## src/fsbt_pkg.sv

```systemverilog
// Shared constants, types and register map of the fast serial block transfer port
package fsbt_pkg;

   // ---------------------------------------------------------------
   // Clocking
   // ---------------------------------------------------------------
   localparam int REF_CLK_HZ = 48_000_000; // Nominal bit-rate reference
   localparam int CLK_HZ = 40_000_000;     // Block clock, one divider step per rising edge

   // ---------------------------------------------------------------
   // Register indices (byte address is four times the index)
   // ---------------------------------------------------------------
   localparam int APB_AW = 18;
   localparam logic [15:0] IDX_CTRL = 16'hC070;
   localparam logic [15:0] IDX_DIV = 16'hC072;
   localparam logic [15:0] IDX_GAP = 16'hC074;
   localparam logic [15:0] IDX_DATA = 16'hC076;
   localparam logic [15:0] IDX_RX_PTR = 16'hC078;
   localparam logic [15:0] IDX_RX_LEN = 16'hC07A;
   localparam logic [15:0] IDX_TX_PTR = 16'hC07C;
   localparam logic [15:0] IDX_TX_LEN = 16'hC07E;

   // ---------------------------------------------------------------
   // Field widths and positions
   // ---------------------------------------------------------------
   localparam int DIV_W = 13;
   localparam int GAP_W = 8;
   localparam int LEN_W = 10;
   localparam int PTR_W = 16;
   localparam int BYTE_W = 8;
   localparam int CTL_RX_BUSY = 9;
   localparam int CTL_TX_BUSY = 8;
   localparam int CTL_TX_DONE = 7;
   localparam int CTL_RX_DONE = 6;
   localparam int CTL_ONE_STOP = 5;
   localparam int CTL_TX_FREE = 4;
   localparam int CTL_RX_OVF = 2;
   localparam int CTL_RX_AVAIL = 0;

   // ---------------------------------------------------------------
   // Reset values and line timing figures
   // ---------------------------------------------------------------
   localparam logic [DIV_W-1:0] DIV_RST = 13'h0017;
   localparam logic [GAP_W-1:0] GAP_RST = 8'h09;
   localparam logic [LEN_W-1:0] LEN_RST = 10'h000;
   localparam logic [PTR_W-1:0] PTR_RST = 16'h0000;
   localparam logic [DIV_W-1:0] DIV_MIN = 13'h0017;  // Lowest supported divisor field
   localparam logic [DIV_W-1:0] DIV_MAX = 13'h1387;  // Highest supported divisor field
   localparam logic [GAP_W-1:0] GAP_BIAS = 8'h07;    // Gap value minus this is idle bits
   localparam logic [GAP_W-1:0] STOP_ONE = 8'h01;
   localparam logic [GAP_W-1:0] STOP_TWO = 8'h02;
   localparam logic [2:0] LAST_BIT = 3'h7;

   // ---------------------------------------------------------------
   // States and carriers
   // ---------------------------------------------------------------
   typedef enum logic [1:0] {
      TX_IDLE = 2'b00,
      TX_START = 2'b01,
      TX_DATA = 2'b11,
      TX_STOP = 2'b10
   } fsbt_tx_e;

   typedef enum logic [1:0] {
      RX_IDLE = 2'b00,
      RX_START = 2'b01,
      RX_DATA = 2'b11,
      RX_STOP = 2'b10
   } fsbt_rx_e;

   typedef struct packed {
      logic [DIV_W-1:0] divisor;
      logic [GAP_W-1:0] gap;
      logic use_gap;
      logic one_stop;
   } fsbt_line_cfg_s;

endpackage : fsbt_pkg

```

## src/fsbt_serial.sv

```systemverilog
// Bit-level transmitter and receiver of the fast serial port
module fsbt_serial (
   input wire logic clk,                             // Block clock
   input wire logic arst_n,                          // Async reset, active low
   input fsbt_pkg::fsbt_line_cfg_s cfg,              // Divisor, gap and stop selection
   input wire logic tx_go,                           // Start one byte, one-cycle pulse
   input wire logic [fsbt_pkg::BYTE_W-1:0] tx_byte,  // Byte to send
   output logic tx_idle,                             // Transmitter free
   output logic txd,                                 // Serial out, idle high
   input wire logic rxd,                             // Serial in, unsynchronised
   output logic rx_strobe,                           // Byte received, one-cycle pulse
   output logic [fsbt_pkg::BYTE_W-1:0] rx_byte       // Received byte
);
   import fsbt_pkg::*;

   // ---------------------------------------------------------------
   // State
   // ---------------------------------------------------------------
   typedef struct packed {
      fsbt_tx_e tx_st;
      logic [DIV_W-1:0] tx_cnt;
      logic [2:0] tx_bit;
      logic [GAP_W-1:0] tx_stop;
      logic [BYTE_W-1:0] tx_sh;
      logic txd;
      logic tx_idle;
      logic rxd_meta;
      logic rxd_sync;
      fsbt_rx_e rx_st;
      logic [DIV_W-1:0] rx_cnt;
      logic [2:0] rx_bit;
      logic [BYTE_W-1:0] rx_sh;
      logic rx_strobe;
      logic [BYTE_W-1:0] rx_byte;
   } fsbt_ser_s;

   localparam fsbt_ser_s SER_RST = '{txd: 1'b1, tx_idle: 1'b1, rxd_meta: 1'b1,
                                     rxd_sync: 1'b1, tx_st: TX_IDLE, rx_st: RX_IDLE,
                                     default: '0};

   fsbt_ser_s s;
   fsbt_ser_s next_s;

   // Idle bit times after the data bits
   function automatic logic [GAP_W-1:0] stop_len(input fsbt_line_cfg_s c);
      logic [GAP_W-1:0] len;
      len = c.one_stop ? STOP_ONE : STOP_TWO;
      if (c.use_gap) begin
         // At least one stop bit so the next start edge stays visible
         len = (c.gap > GAP_BIAS) ? c.gap - GAP_BIAS : STOP_ONE;
      end
      return len;
   endfunction : stop_len

   // ---------------------------------------------------------------
   // Next-state logic
   // ---------------------------------------------------------------
   always_comb begin
      next_s = s;
      next_s.rx_strobe = 1'b0;
      // Transmit: every bit lasts divisor + 1 clocks
      case (s.tx_st)
         TX_IDLE: begin
            next_s.txd = 1'b1;
            if (tx_go) begin
               next_s.tx_sh = tx_byte;
               next_s.tx_cnt = cfg.divisor;
               next_s.txd = 1'b0;
               next_s.tx_idle = 1'b0;
               next_s.tx_st = TX_START;
            end
         end
         TX_START: begin
            if (s.tx_cnt == '0) begin
               next_s.tx_cnt = cfg.divisor;
               next_s.txd = s.tx_sh[0];
               next_s.tx_sh = s.tx_sh >> 1;
               next_s.tx_bit = '0;
               next_s.tx_st = TX_DATA;
            end else begin
               next_s.tx_cnt = s.tx_cnt - 1'b1;
            end
         end
         TX_DATA: begin
            if (s.tx_cnt == '0) begin
               next_s.tx_cnt = cfg.divisor;
               if (s.tx_bit == LAST_BIT) begin
                  next_s.txd = 1'b1;
                  next_s.tx_stop = stop_len(cfg);
                  next_s.tx_st = TX_STOP;
               end else begin
                  next_s.tx_bit = s.tx_bit + 1'b1;
                  next_s.txd = s.tx_sh[0];
                  next_s.tx_sh = s.tx_sh >> 1;
               end
            end else begin
               next_s.tx_cnt = s.tx_cnt - 1'b1;
            end
         end
         TX_STOP: begin
            if (s.tx_cnt != '0) begin
               next_s.tx_cnt = s.tx_cnt - 1'b1;
            end else if (s.tx_stop <= STOP_ONE) begin
               next_s.tx_idle = 1'b1;
               next_s.tx_st = TX_IDLE;
            end else begin
               next_s.tx_stop = s.tx_stop - 1'b1;
               next_s.tx_cnt = cfg.divisor;
            end
         end
         default: begin
            next_s.tx_st = TX_IDLE;
            next_s.tx_idle = 1'b1;
            next_s.txd = 1'b1;
         end
      endcase

      // Receive: two-flop synchroniser, then mid-bit sampling
      next_s.rxd_meta = rxd;
      next_s.rxd_sync = s.rxd_meta;
      case (s.rx_st)
         RX_IDLE: begin
            if (!s.rxd_sync) begin
               next_s.rx_cnt = cfg.divisor >> 1;
               next_s.rx_st = RX_START;
            end
         end
         RX_START: begin
            if (s.rx_cnt != '0) begin
               next_s.rx_cnt = s.rx_cnt - 1'b1;
            end else if (!s.rxd_sync) begin
               next_s.rx_cnt = cfg.divisor;
               next_s.rx_bit = '0;
               next_s.rx_st = RX_DATA;
            end else begin
               // Glitch shorter than half a bit: not a start bit
               next_s.rx_st = RX_IDLE;
            end
         end
         RX_DATA: begin
            if (s.rx_cnt != '0) begin
               next_s.rx_cnt = s.rx_cnt - 1'b1;
            end else begin
               next_s.rx_sh = {s.rxd_sync, s.rx_sh[BYTE_W-1:1]};
               next_s.rx_cnt = cfg.divisor;
               next_s.rx_bit = s.rx_bit + 1'b1;
               if (s.rx_bit == LAST_BIT) begin
                  next_s.rx_st = RX_STOP;
               end
            end
         end
         RX_STOP: begin
            if (s.rx_cnt != '0) begin
               next_s.rx_cnt = s.rx_cnt - 1'b1;
            end else begin
               // Framing errors are dropped; stop length is free on receive
               next_s.rx_st = RX_IDLE;
               if (s.rxd_sync) begin
                  next_s.rx_strobe = 1'b1;
                  next_s.rx_byte = s.rx_sh;
               end
            end
         end
         default: next_s.rx_st = RX_IDLE;
      endcase
   end

   // State register
   always_ff @(posedge clk or negedge arst_n) begin
      if (!arst_n) begin
         s <= SER_RST;
      end else begin
         s <= next_s;
      end
   end

   assign tx_idle = s.tx_idle;
   assign txd = s.txd;
   assign rx_strobe = s.rx_strobe;
   assign rx_byte = s.rx_byte;

endmodule : fsbt_serial

```

## src/fsbt_top.sv

```systemverilog
// Fast serial port with APB registers and block transfer engines
//
// Operation
// Bit time is divisor field plus one reference clocks; the code counts divisor field plus one block clocks (CLK) instead.
// Software keeps the divisor field between 23 and 4999.
// Gap setting replaces stop-bit choice, only during block transmit.
// Idle between block bytes lasts gap value minus seven bit times.
// Gap register resets to 0x0009, two stop bits.
// Data read returns last received byte outside block receive.
// Data write sends exactly one byte from its low eight bits.
// Software checks transmit slot free before writing data.
// Receive base pointer starts the next block receive.
// Transmit base pointer starts the next block transmit.
// Writing receive length (count minus one) starts block receive.
// Receive length counts down per byte; read shows remainder.
// Writing transmit length (count minus one) starts block transmit.
// Transmit length counts down per byte; read shows remainder.
// Ten-bit lengths read 0x03FF after completion until reloaded.
// Software writes zero to reserved bits.
// Transmit done flag sets at block end, cleared by writing one.
// Receive available flag shows a byte is held.
// Transmit slot free flag shows a byte may be written.
// Engines step through consecutive memory bytes from the base.
// Data writes during a block transmit are ignored.
module fsbt_top #(
   parameter int ADDR_W = fsbt_pkg::APB_AW  // APB address width
) (
   input wire logic CLK,                              // Clock, 40 MHz
   input wire logic ARST_N,                           // Async reset, active low
   input wire logic PSEL,                             // APB select
   input wire logic PENABLE,                          // APB enable
   input wire logic PWRITE,                           // APB direction
   input wire logic [ADDR_W-1:0] PADDR,               // APB byte address
   input wire logic [31:0] PWDATA,                    // APB write data
   output logic [31:0] PRDATA,                        // APB read data
   output logic PREADY,                               // APB ready
   output logic PSLVERR,                              // APB error, unmapped address
   output logic MEM_REQ,                              // Memory request
   output logic MEM_WE,                               // Memory write
   output logic [fsbt_pkg::PTR_W-1:0] MEM_ADDR,       // Memory byte address
   output logic [fsbt_pkg::BYTE_W-1:0] MEM_WDATA,     // Memory write byte
   input wire logic [fsbt_pkg::BYTE_W-1:0] MEM_RDATA, // Memory read byte
   input wire logic MEM_ACK,                          // Memory done
   input wire logic SER_RXD,                          // Serial line in
   output logic SER_TXD                               // Serial line out
);
   import fsbt_pkg::*;

   if (ADDR_W < APB_AW) begin : g_addr_check
      $error("ADDR_W too small for the register map");
   end

   // ---------------------------------------------------------------
   // State
   // ---------------------------------------------------------------
   typedef struct packed {
      logic [31:0] prdata;
      logic pready;
      logic pslverr;
      logic [DIV_W-1:0] divisor;
      logic [GAP_W-1:0] gap;
      logic one_stop;
      logic [PTR_W-1:0] rx_ptr;
      logic [PTR_W-1:0] tx_ptr;
      logic [PTR_W-1:0] rx_cur;
      logic [PTR_W-1:0] tx_cur;
      logic [LEN_W-1:0] rx_len;
      logic [LEN_W-1:0] tx_len;
      logic rx_blk;
      logic tx_blk;
      logic tx_drain;
      logic tx_done;
      logic rx_done;
      logic rx_ovf;
      logic [BYTE_W-1:0] rx_hold;
      logic rx_full;
      logic [BYTE_W-1:0] tx_hold;
      logic tx_pend;
      logic tx_go;
      logic rx_wpend;
      logic [BYTE_W-1:0] rx_wdata;
      logic mem_req;
      logic mem_we;
      logic [PTR_W-1:0] mem_addr;
      logic [BYTE_W-1:0] mem_wdata;
   } fsbt_top_s;

   localparam fsbt_top_s TOP_RST = '{divisor: DIV_RST, gap: GAP_RST, rx_ptr: PTR_RST,
                                     tx_ptr: PTR_RST, rx_len: LEN_RST, tx_len: LEN_RST,
                                     default: '0};

   fsbt_top_s s;
   fsbt_top_s next_s;
   fsbt_line_cfg_s line_cfg;
   logic ser_tx_idle;
   logic ser_rx_strobe;
   logic [BYTE_W-1:0] ser_rx_byte;
   logic [15:0] idx;
   logic setup;
   logic access;
   logic wr;
   logic rd;

   // ---------------------------------------------------------------
   // Helpers
   // ---------------------------------------------------------------
   // Count down; zero wraps to all ones, which is the finished value
   function automatic logic [LEN_W-1:0] len_step(input logic [LEN_W-1:0] len);
      return len - 1'b1;
   endfunction : len_step

   function automatic logic reg_hit(input logic [15:0] i);
      case (i)
         IDX_CTRL, IDX_DIV, IDX_GAP, IDX_DATA, IDX_RX_PTR, IDX_RX_LEN, IDX_TX_PTR,
         IDX_TX_LEN: return 1'b1;
         default: return 1'b0;
      endcase
   endfunction : reg_hit

   function automatic logic [31:0] rd_value(input fsbt_top_s t, input logic [15:0] i);
      logic [31:0] v;
      v = '0;
      case (i)
         IDX_CTRL: begin
            v[CTL_RX_BUSY] = t.rx_blk;
            v[CTL_TX_BUSY] = t.tx_blk;
            v[CTL_TX_DONE] = t.tx_done;
            v[CTL_RX_DONE] = t.rx_done;
            v[CTL_ONE_STOP] = t.one_stop;
            v[CTL_TX_FREE] = !t.tx_pend;
            v[CTL_RX_OVF] = t.rx_ovf;
            v[CTL_RX_AVAIL] = t.rx_full;
         end
         IDX_DIV: v = 32'(t.divisor);
         IDX_GAP: v = 32'(t.gap);
         IDX_DATA: v = 32'(t.rx_hold);
         IDX_RX_PTR: v = 32'(t.rx_ptr);
         IDX_RX_LEN: v = 32'(t.rx_len);
         IDX_TX_PTR: v = 32'(t.tx_ptr);
         IDX_TX_LEN: v = 32'(t.tx_len);
         default: v = '0;
      endcase
      return v;
   endfunction : rd_value

   // ---------------------------------------------------------------
   // APB decode: no wait states, the access phase always ends at once
   // ---------------------------------------------------------------
   assign idx = PADDR[17:2];
   assign setup = PSEL && !PENABLE;
   assign access = PSEL && PENABLE && s.pready;
   assign wr = access && PWRITE && !s.pslverr;
   assign rd = access && !PWRITE && !s.pslverr;

   // Gap only counts while a block transmit runs
   assign line_cfg = '{divisor: s.divisor, gap: s.gap, use_gap: s.tx_blk,
                       one_stop: s.one_stop};

   // ---------------------------------------------------------------
   // Next-state logic
   // ---------------------------------------------------------------
   always_comb begin
      next_s = s;
      next_s.tx_go = 1'b0;
      next_s.pready = setup;
      next_s.pslverr = setup && !(reg_hit(idx) && PADDR[1:0] == 2'b00);
      if (setup) begin
         next_s.prdata = next_s.pslverr ? '0 : rd_value(s, idx);
      end

      // Clears come first so that a hardware set in the same cycle wins
      if (wr && idx == IDX_CTRL) begin
         if (PWDATA[CTL_TX_DONE]) next_s.tx_done = 1'b0;
         if (PWDATA[CTL_RX_DONE]) next_s.rx_done = 1'b0;
         if (PWDATA[CTL_RX_OVF]) next_s.rx_ovf = 1'b0;
      end
      if (rd && idx == IDX_DATA) begin
         next_s.rx_full = 1'b0;
      end

      // Hand a held byte to the transmitter
      if (s.tx_pend && ser_tx_idle && !s.tx_go) begin
         next_s.tx_go = 1'b1;
         next_s.tx_pend = 1'b0;
         if (s.tx_blk) begin
            next_s.tx_len = len_step(s.tx_len);
            if (s.tx_len == '0) begin
               next_s.tx_drain = 1'b1;
            end
         end
      end
      // Block transmit ends once the last byte has left the line
      if (s.tx_drain && ser_tx_idle && !s.tx_go) begin
         next_s.tx_drain = 1'b0;
         next_s.tx_blk = 1'b0;
         next_s.tx_done = 1'b1;
      end

      // Memory port: receive writes go before transmit fetches
      if (s.mem_req) begin
         if (MEM_ACK) begin
            next_s.mem_req = 1'b0;
            if (s.mem_we) begin
               next_s.rx_wpend = 1'b0;
            end else begin
               next_s.tx_hold = MEM_RDATA;
               next_s.tx_pend = 1'b1;
            end
         end
      end else if (s.rx_wpend) begin
         next_s.mem_req = 1'b1;
         next_s.mem_we = 1'b1;
         next_s.mem_addr = s.rx_cur;
         next_s.mem_wdata = s.rx_wdata;
         next_s.rx_cur = s.rx_cur + 1'b1;
      end else if (s.tx_blk && !s.tx_drain && !s.tx_pend) begin
         next_s.mem_req = 1'b1;
         next_s.mem_we = 1'b0;
         next_s.mem_addr = s.tx_cur;
         next_s.tx_cur = s.tx_cur + 1'b1;
      end

      // Received bytes go to memory in block mode, else to the data register
      if (ser_rx_strobe) begin
         if (s.rx_blk) begin
            if (s.rx_wpend) begin
               next_s.rx_ovf = 1'b1;
            end
            next_s.rx_wpend = 1'b1;
            next_s.rx_wdata = ser_rx_byte;
            next_s.rx_len = len_step(s.rx_len);
            if (s.rx_len == '0) begin
               next_s.rx_blk = 1'b0;
               next_s.rx_done = 1'b1;
            end
         end else begin
            if (s.rx_full && !(rd && idx == IDX_DATA)) begin
               next_s.rx_ovf = 1'b1;
            end
            next_s.rx_hold = ser_rx_byte;
            next_s.rx_full = 1'b1;
         end
      end

      // Register writes; a length write also restarts its engine
      if (wr) begin
         case (idx)
            IDX_CTRL: next_s.one_stop = PWDATA[CTL_ONE_STOP];
            IDX_DIV: next_s.divisor = PWDATA[DIV_W-1:0];
            IDX_GAP: next_s.gap = PWDATA[GAP_W-1:0];
            IDX_DATA: begin
               // A block transmit owns the holding register
               if (!s.tx_blk) begin
                  next_s.tx_hold = PWDATA[BYTE_W-1:0];
                  next_s.tx_pend = 1'b1;
               end
            end
            IDX_RX_PTR: next_s.rx_ptr = PWDATA[PTR_W-1:0];
            IDX_RX_LEN: begin
               next_s.rx_len = PWDATA[LEN_W-1:0];
               next_s.rx_blk = 1'b1;
               next_s.rx_cur = s.rx_ptr;
            end
            IDX_TX_PTR: next_s.tx_ptr = PWDATA[PTR_W-1:0];
            IDX_TX_LEN: begin
               next_s.tx_len = PWDATA[LEN_W-1:0];
               next_s.tx_blk = 1'b1;
               next_s.tx_drain = 1'b0;
               next_s.tx_cur = s.tx_ptr;
            end
            default: next_s.pslverr = s.pslverr;
         endcase
      end
   end

   // State register
   always_ff @(posedge CLK or negedge ARST_N) begin
      if (!ARST_N) begin
         s <= TOP_RST;
      end else begin
         s <= next_s;
      end
   end

   // ---------------------------------------------------------------
   // Line engine
   // ---------------------------------------------------------------
   fsbt_serial u_serial (
      .clk(CLK),
      .arst_n(ARST_N),
      .cfg(line_cfg),
      .tx_go(s.tx_go),
      .tx_byte(s.tx_hold),
      .tx_idle(ser_tx_idle),
      .txd(SER_TXD),
      .rxd(SER_RXD),
      .rx_strobe(ser_rx_strobe),
      .rx_byte(ser_rx_byte)
   );

   // Outputs straight from the state register
   assign PRDATA = s.prdata;
   assign PREADY = s.pready;
   assign PSLVERR = s.pslverr;
   assign MEM_REQ = s.mem_req;
   assign MEM_WE = s.mem_we;
   assign MEM_ADDR = s.mem_addr;
   assign MEM_WDATA = s.mem_wdata;

endmodule : fsbt_top

```

## config.mk

```make
export PLATFORM = sky130hd
export DESIGN_NAME = fsbt_top
export DESIGN_NICKNAME = d
export VERILOG_FILES = /design/src/fsbt_pkg.sv /design/src/fsbt_serial.sv /design/src/fsbt_top.sv
export SDC_FILE = /design/constraint.sdc
export NUM_CORES = 1
export LEC_CHECK = 0
export BUFFER_PORTS_ARGS = -buffer_cell sky130_fd_sc_hd__buf_2
export CAP_MARGIN = 20
export CORE_ASPECT_RATIO = 0.7
export CORE_UTILIZATION = 54
export CTS_CLUSTER_SIZE = 12
export DETAILED_ROUTE_END_ITERATION = 12
export GPL_TIMING_DRIVEN = 0
export PLACE_DENSITY = 0.88
export SETUP_SLACK_MARGIN = 0.05
export SYNTH_ARGS = -nofsm -noshare
export SYNTH_HDL_FRONTEND = slang
export SYNTH_SLANG_ARGS = --single-unit
```

## constraint.sdc

```tcl
create_clock -name CLK -period 2.4 [get_ports CLK]
set_input_delay 0.12 -clock CLK [delete_from_list [all_inputs] [get_ports CLK]]
set_output_delay 0.12 -clock CLK [all_outputs]
set_load 0.1 [all_outputs]
```

-- Word level (Yosys, flattened, before mapping)
Cells that the tools add are included.
- add/sub/neg operators: 10
- multiply operators: 0
- divide/modulo/power cells: 0
- magnitude comparators: 2
- equal/unequal tests: 34
- shift operators: 0
- multiplexer cells: 110
- bitwise logic cells: 3
- reductions and logical operators: 65
- operators by type and width (kind ; number):
    $eq A16 B16 Y1 const B ; 8
    $mux W16 ; 8
    $pmux W15 S4 ; 2
    $mux W9 ; 13
    $mux W110 ; 1
    $mux W13 ; 7
    $mux W10 ; 7
    $mux W32 ; 2
    $mux W8 ; 7
    $pmux W6 S8 ; 1
    $mux W18 ; 2
    $add A16 B1 Y16 const B ; 2
    $mux W15 ; 2
    $mux W1 ; 27
    $pmux W9 S3 ; 1
    $mux W2 ; 13
    $reduce_bool A13 Y1 ; 2
    $sub A13 B1 Y13 const B ; 2
    $reduce_and A2 Y1 ; 12
    $mux W11 ; 2
    $logic_not A10 Y1 ; 2
    $mux W20 ; 1
    $ne A2 B2 Y1 const B ; 10
    $sub A10 B1 Y10 const B ; 2
    30 further kinds ; 88
- flip-flop bits (word level): 273
- bits in latches: 0
- memory bits (writable): 0
- bits in read-only memories: 0
- bits of input ports: 65
- output and inout port bits: 61
- logic and storage cells: 268
- memories kept: 0

-- Depth between registers and ports, before layout
- depth in word-level cells: 10
- mapped depth: 9
- gate-level depth less buffers: 7

-- Modules after synthesis
A second synthesis with hierarchy kept.
- cells, all modules: 1313
- area, all modules: 13566.8 um2
- by module, submodules not included (module ; times used ; cells each ; area each (um2) ; sequential area each (um2)):
    fsbt_top ; 1 ; 872 ; 9251.4 ; 4611.9
    fsbt_serial ; 1 ; 441 ; 4315.4 ; 1831.8

-- Worst setup path after synthesis
OpenSTA, ideal clock, no wires.
- kind: register to register
- from: register s (netlist bit PSLVERR)
- to: register s[118] (netlist bit)
- library setup time: 125 ps
- data arrival time: 2444 ps
- required time: 2275 ps
- setup slack: -168 ps
- stages on the path, launching flop included: 7
- buffers on the path: 2
- period minus slack after synthesis: 2568 ps
- path through: dfrtp_1 and4b_1 and2_1 buf_2 nand2_1 clkbuf_1 mux2_2
- cells in the longest elaborated chain, start to end: 3
- RTL lines (element ; RTL line ; RTL):
    from (decl) ; fsbt_top.sv:92 ; fsbt_top_s s;
    from (signal assigned) ; fsbt_top.sv:281 ; s <= next_s;
    $logic_not A1 Y1 ; fsbt_top.sv:152 ; assign wr = access && PWRITE && !s.pslverr;
    $logic_and A1 B1 Y1 ; fsbt_top.sv:152 ;
    $reduce_and A2 Y1 (no line) ; - ;
Every way passes these cells.
A chain may end at the register's enable or synchronous reset.

-- Final worst setup path
- from: register u_serial.s[63] (netlist bit)
- to: register u_serial.s[41] (netlist bit)
- cells in the longest elaborated chain, start to end: 3
- elaborated cells on any way between the ends: 4
- those cells by class: eq/ne (2); reduce/logical (2)
- RTL lines (element ; RTL line ; RTL):
    from (decl) ; fsbt_serial.sv:41 ; fsbt_ser_s s;
    from (signal assigned) ; fsbt_serial.sv:173 ; s <= next_s;
    $logic_not A13 Y1 * ; fsbt_serial.sv:74, fsbt_serial.sv:85 ;
    $ne A2 B1 Y1 (no line) ; - ;
    $reduce_and A5 Y1 (no line) * ; - ;
Every way passes the cells marked *; elsewhere a longest branch is shown, timed or not.

==> impl_results.md <==
* Share of cells above drive strength 1 at 25.95%
* Final Skew at 0.01988 ns
* Most frequent cells in the layout: 240 x dfrtp_1, 134 x nand2_1, 99 x buf_2
* Crit. End Element: register
* Later-pin clock latency in the skew report at 0.54 ns
* Port buffer count at 93
* Via density at 6.356
* DIE AREA at 25350 µm²
* Ports at 126
* Initial antenna violation count at 0
* Floorplan core area at 23930 µm²
* Worst-margin pin slew at 1.035 ns
* Failing checks: setup timing
* Crit path DAT at 2.83 ns
* CP delay by family, top: simple AND/OR/NAND/NOR gates
* Post-Syn Area at 13340 µm²
* Initial Util at 55.74%
* Final cycle utilization of the critical path at 100.9%
* CP peak stage delay at 0.57 ns
* Clock transition at the registers of the reported paths at 0.07 ns
* Global route overflow at 0
* Vias in the first global route at 11170
* First-pass GRT wire length at 62200 µm
* Static leakage at 0.007278 µW
* Worst min-delay path class: primary input to register
* CTS root buf: clkbuf_16
* Cells along the critical path: or4_4, buf_6, nor4_4, buf_6, nand2_8, o22ai_4, buf_12, mux2_4
* Power Total at 12200 µW
* Setup Viol. Count Final at 6
* Drt pass-1 iters at 6
* Max Cap Viol at 0
* Post-synth EDFFs at 0
* Slowest cell on the critical path: or4_4
* Slew margin rel. at 30.48%
* Std-Cell Rows at 47
* H-tree levels at 1
* Post-Synthesis Cells at 1317
* Critical path type: register to register
* Period minus WS final at 2.422 ns
* Asr flop ratio synth at 100.0%
* Routed WL per cell at 21.83 µm
* Synth Register Bits at 257
* Syn Area/Cell at 10.13 µm²
* Status: finished, violations left
* F_max at 0.4129 GHz
* Critical path required time at 2.81 ns
* Initial DRC Count at 1677
* Most used cell, CP: buf_6
* Worst reg2reg setup slack at -0.02 ns
* CTS tree: yes
* Crit-path max FO at 8
* Power Density at 764.0 nW/µm²
* Post-route ant nets at 0
* Pre-CTS setup slack at -0.4014 ns
* Final critical-path setup slack at -0.02204 ns
* Largest net degree at the start of global routing at 120
* Post-synth cell types at 74
* Post-Route WL at 40450 µm
* Fin. max-slew vios at 0
* Routability Congestion at 1.004
* Final-report hold violation count at 0
* Top_reg_cell synth: dfrtp_1
* Peak VDD IR at 0.9870 mV
* Clk sink count at 257
* Die height at 133.5 µm
* Routed via count at 11780
* Utilization after layout at 66.71%
* Nets at 1595
* DRC viols at 0
* Seq/Total Area, Yosys at 48.30%
* Die Width at 189.9 µm
* Cts bufs inserted at 26
* CTS max path bufs at 3
* Startpoint types: register
* Synth warn at 0
* CP bufs+invs at 3
* RSZ-0062 raised after global routing: yes
* Area growth, synth to finish at 19.67%
* Total GRT Usage at 31.54%
* Hpwl dp at 27560 µm
* Most common cell after layout, fill and taps aside: dfrtp_1
## Yosys cell counts (7+ instances only)
| library cell | number | area share, % |
|---|---|---|
| a21oi_1 | 70 | 2.6 |
| a22o_1 | 26 | 1.7 |
| a22oi_1 | 58 | 3.3 |
| a31oi_1 | 15 | 0.70 |
| and2_1 | 7 | 0.33 |
| and3_1 | 14 | 0.66 |
| buf_2 | 8 | 0.30 |
| buf_4 | 57 | 3.2 |
| clkbuf_1 | 59 | 1.7 |
| dfrtp_1 | 247 | 46 |
| dfstp_2 | 10 | 2.0 |
| ha_1 | 16 | 1.5 |
| inv_1 | 29 | 0.82 |
| mux2_2 | 78 | 6.6 |
| mux2_4 | 10 | 1.1 |
| mux2i_1 | 19 | 1.4 |
| nand2_1 | 137 | 3.9 |
| nand2b_1 | 11 | 0.52 |
| nand3_1 | 25 | 0.94 |
| nand4_1 | 12 | 0.56 |
| nor2_1 | 78 | 2.2 |
| nor3_1 | 27 | 1.0 |
| nor4_1 | 19 | 0.89 |
| o21ai_0 | 103 | 3.9 |
| or3_1 | 9 | 0.42 |
| or4_1 | 8 | 0.45 |
| xnor2_1 | 30 | 2.0 |
| xor2_1 | 22 | 1.4 |
## layout make-up
type	instances	area (µm²)
Sequential cell	257	6452
Timing Repair Buffer	156	1081
Tap cell	318	397.9
Clock inverter	2	27.53
Inverter	29	108.9
Clock buffer	46	755.7
Multi-Input combinational cell	917	6355
Fill cell	1791	7969
Buffer	127	784.5
Antenna cell	1	2.502
## stage by stage
step / setup TNS [ns] / cell area, µm² / cells / hold WS [ns]
6_report: -0.06981 / 15970 / 1853 / 0.02858
5_1_grt: -0.8148 / 15960 / 1852 / 0.03043
4_1_cts: -0.2627 / 15650 / 1832 / 0.01048
3_5_place_dp: -27.78 / 14340 / 1746 / 0.005216
3_3_place_gp: -850.01 / 14270 / 1743 / 0.2274
2_1_floorplan: 0 / 13400 / 1332 / -0.1756
## power breakdown
group / switching [µW] / internal (µW)
logic: 2180 / 968
clock network: 1710 / 2130
registers: 451 / 4760
total: 4330 / 7870
## state kept, by name, summed over array words and instances (netlist names)
| signal | flops |
|---|---|
| MEM_WDATA | 8 |
| u_serial.s | 61 |
| MEM_ADDR | 16 |
| PRDATA | 16 |
| s | 117 |
| PSLVERR | 1 |
| line_cfg | 23 |
| MEM_REQ | 1 |
| MEM_WE | 1 |
| u_serial.txd | 1 |
| u_serial.next_s | 1 |
| u_serial.rx_strobe | 1 |
| u_serial.rx_byte | 8 |
| u_serial.tx_idle | 1 |
| PREADY | 1 |
## kinds of logic after synthesis
kind of cell | Yosys count | share of synthesized area, %
AND/OR/NAND/NOR | 391 | 14.89
adder cells (fa/ha/maj) | 16 | 1.501
other | 1 | 0.02811
multiplexers | 109 | 9.472
flip-flops | 257 | 48.30
buffers and inverters | 158 | 6.293
AO/OA/AOI/OAI | 333 | 16.10
XOR/XNOR | 52 | 3.414
## per-layer routing
metal | up-vias | track usage, % | routed length [µm]
li1 | 5105 | - | -
met1 | 5790 | 45.35 | 16460
met2 | 778 | 45.50 | 17510
met3 | 105 | 9.905 | 5304
met4 | 0 | 9.498 | 1176
met5 | - | 0 | 0
## worst paths after layout
kind / from / end / depth (start not counted)
min in group asynchronous: ARST_N / s[125] / 2
max in group asynchronous: ARST_N / u_serial.s[20] / 3
max reg2reg: u_serial.s[63] / u_serial.s[41] / 8
min reg2reg: u_serial.next_s[35] / u_serial.s[35] / 0
min: PWDATA[6] / s[43] / 3
max: u_serial.s[63] / u_serial.s[41] / 8
## timing repair
item,CTS,global route
endpoints found under the hold margin,295,0
resized for setup,39,65
cloned,1,1
hold buffers,27,0
buffers inserted,11,20
pin swaps,10,15
setup endpoints to repair,89,91
## worst reg2reg max path, cell delays in order (launching register included)
cell and delay [ns]:
dfrtp_1 0.39, or4_4 0.58, buf_6 0.14, nor4_4 0.27
buf_6 0.19, nand2_8 0.06, o22ai_4 0.19, buf_12 0.17
mux2_4 0.31
Power figures use the tool's default switching activity.
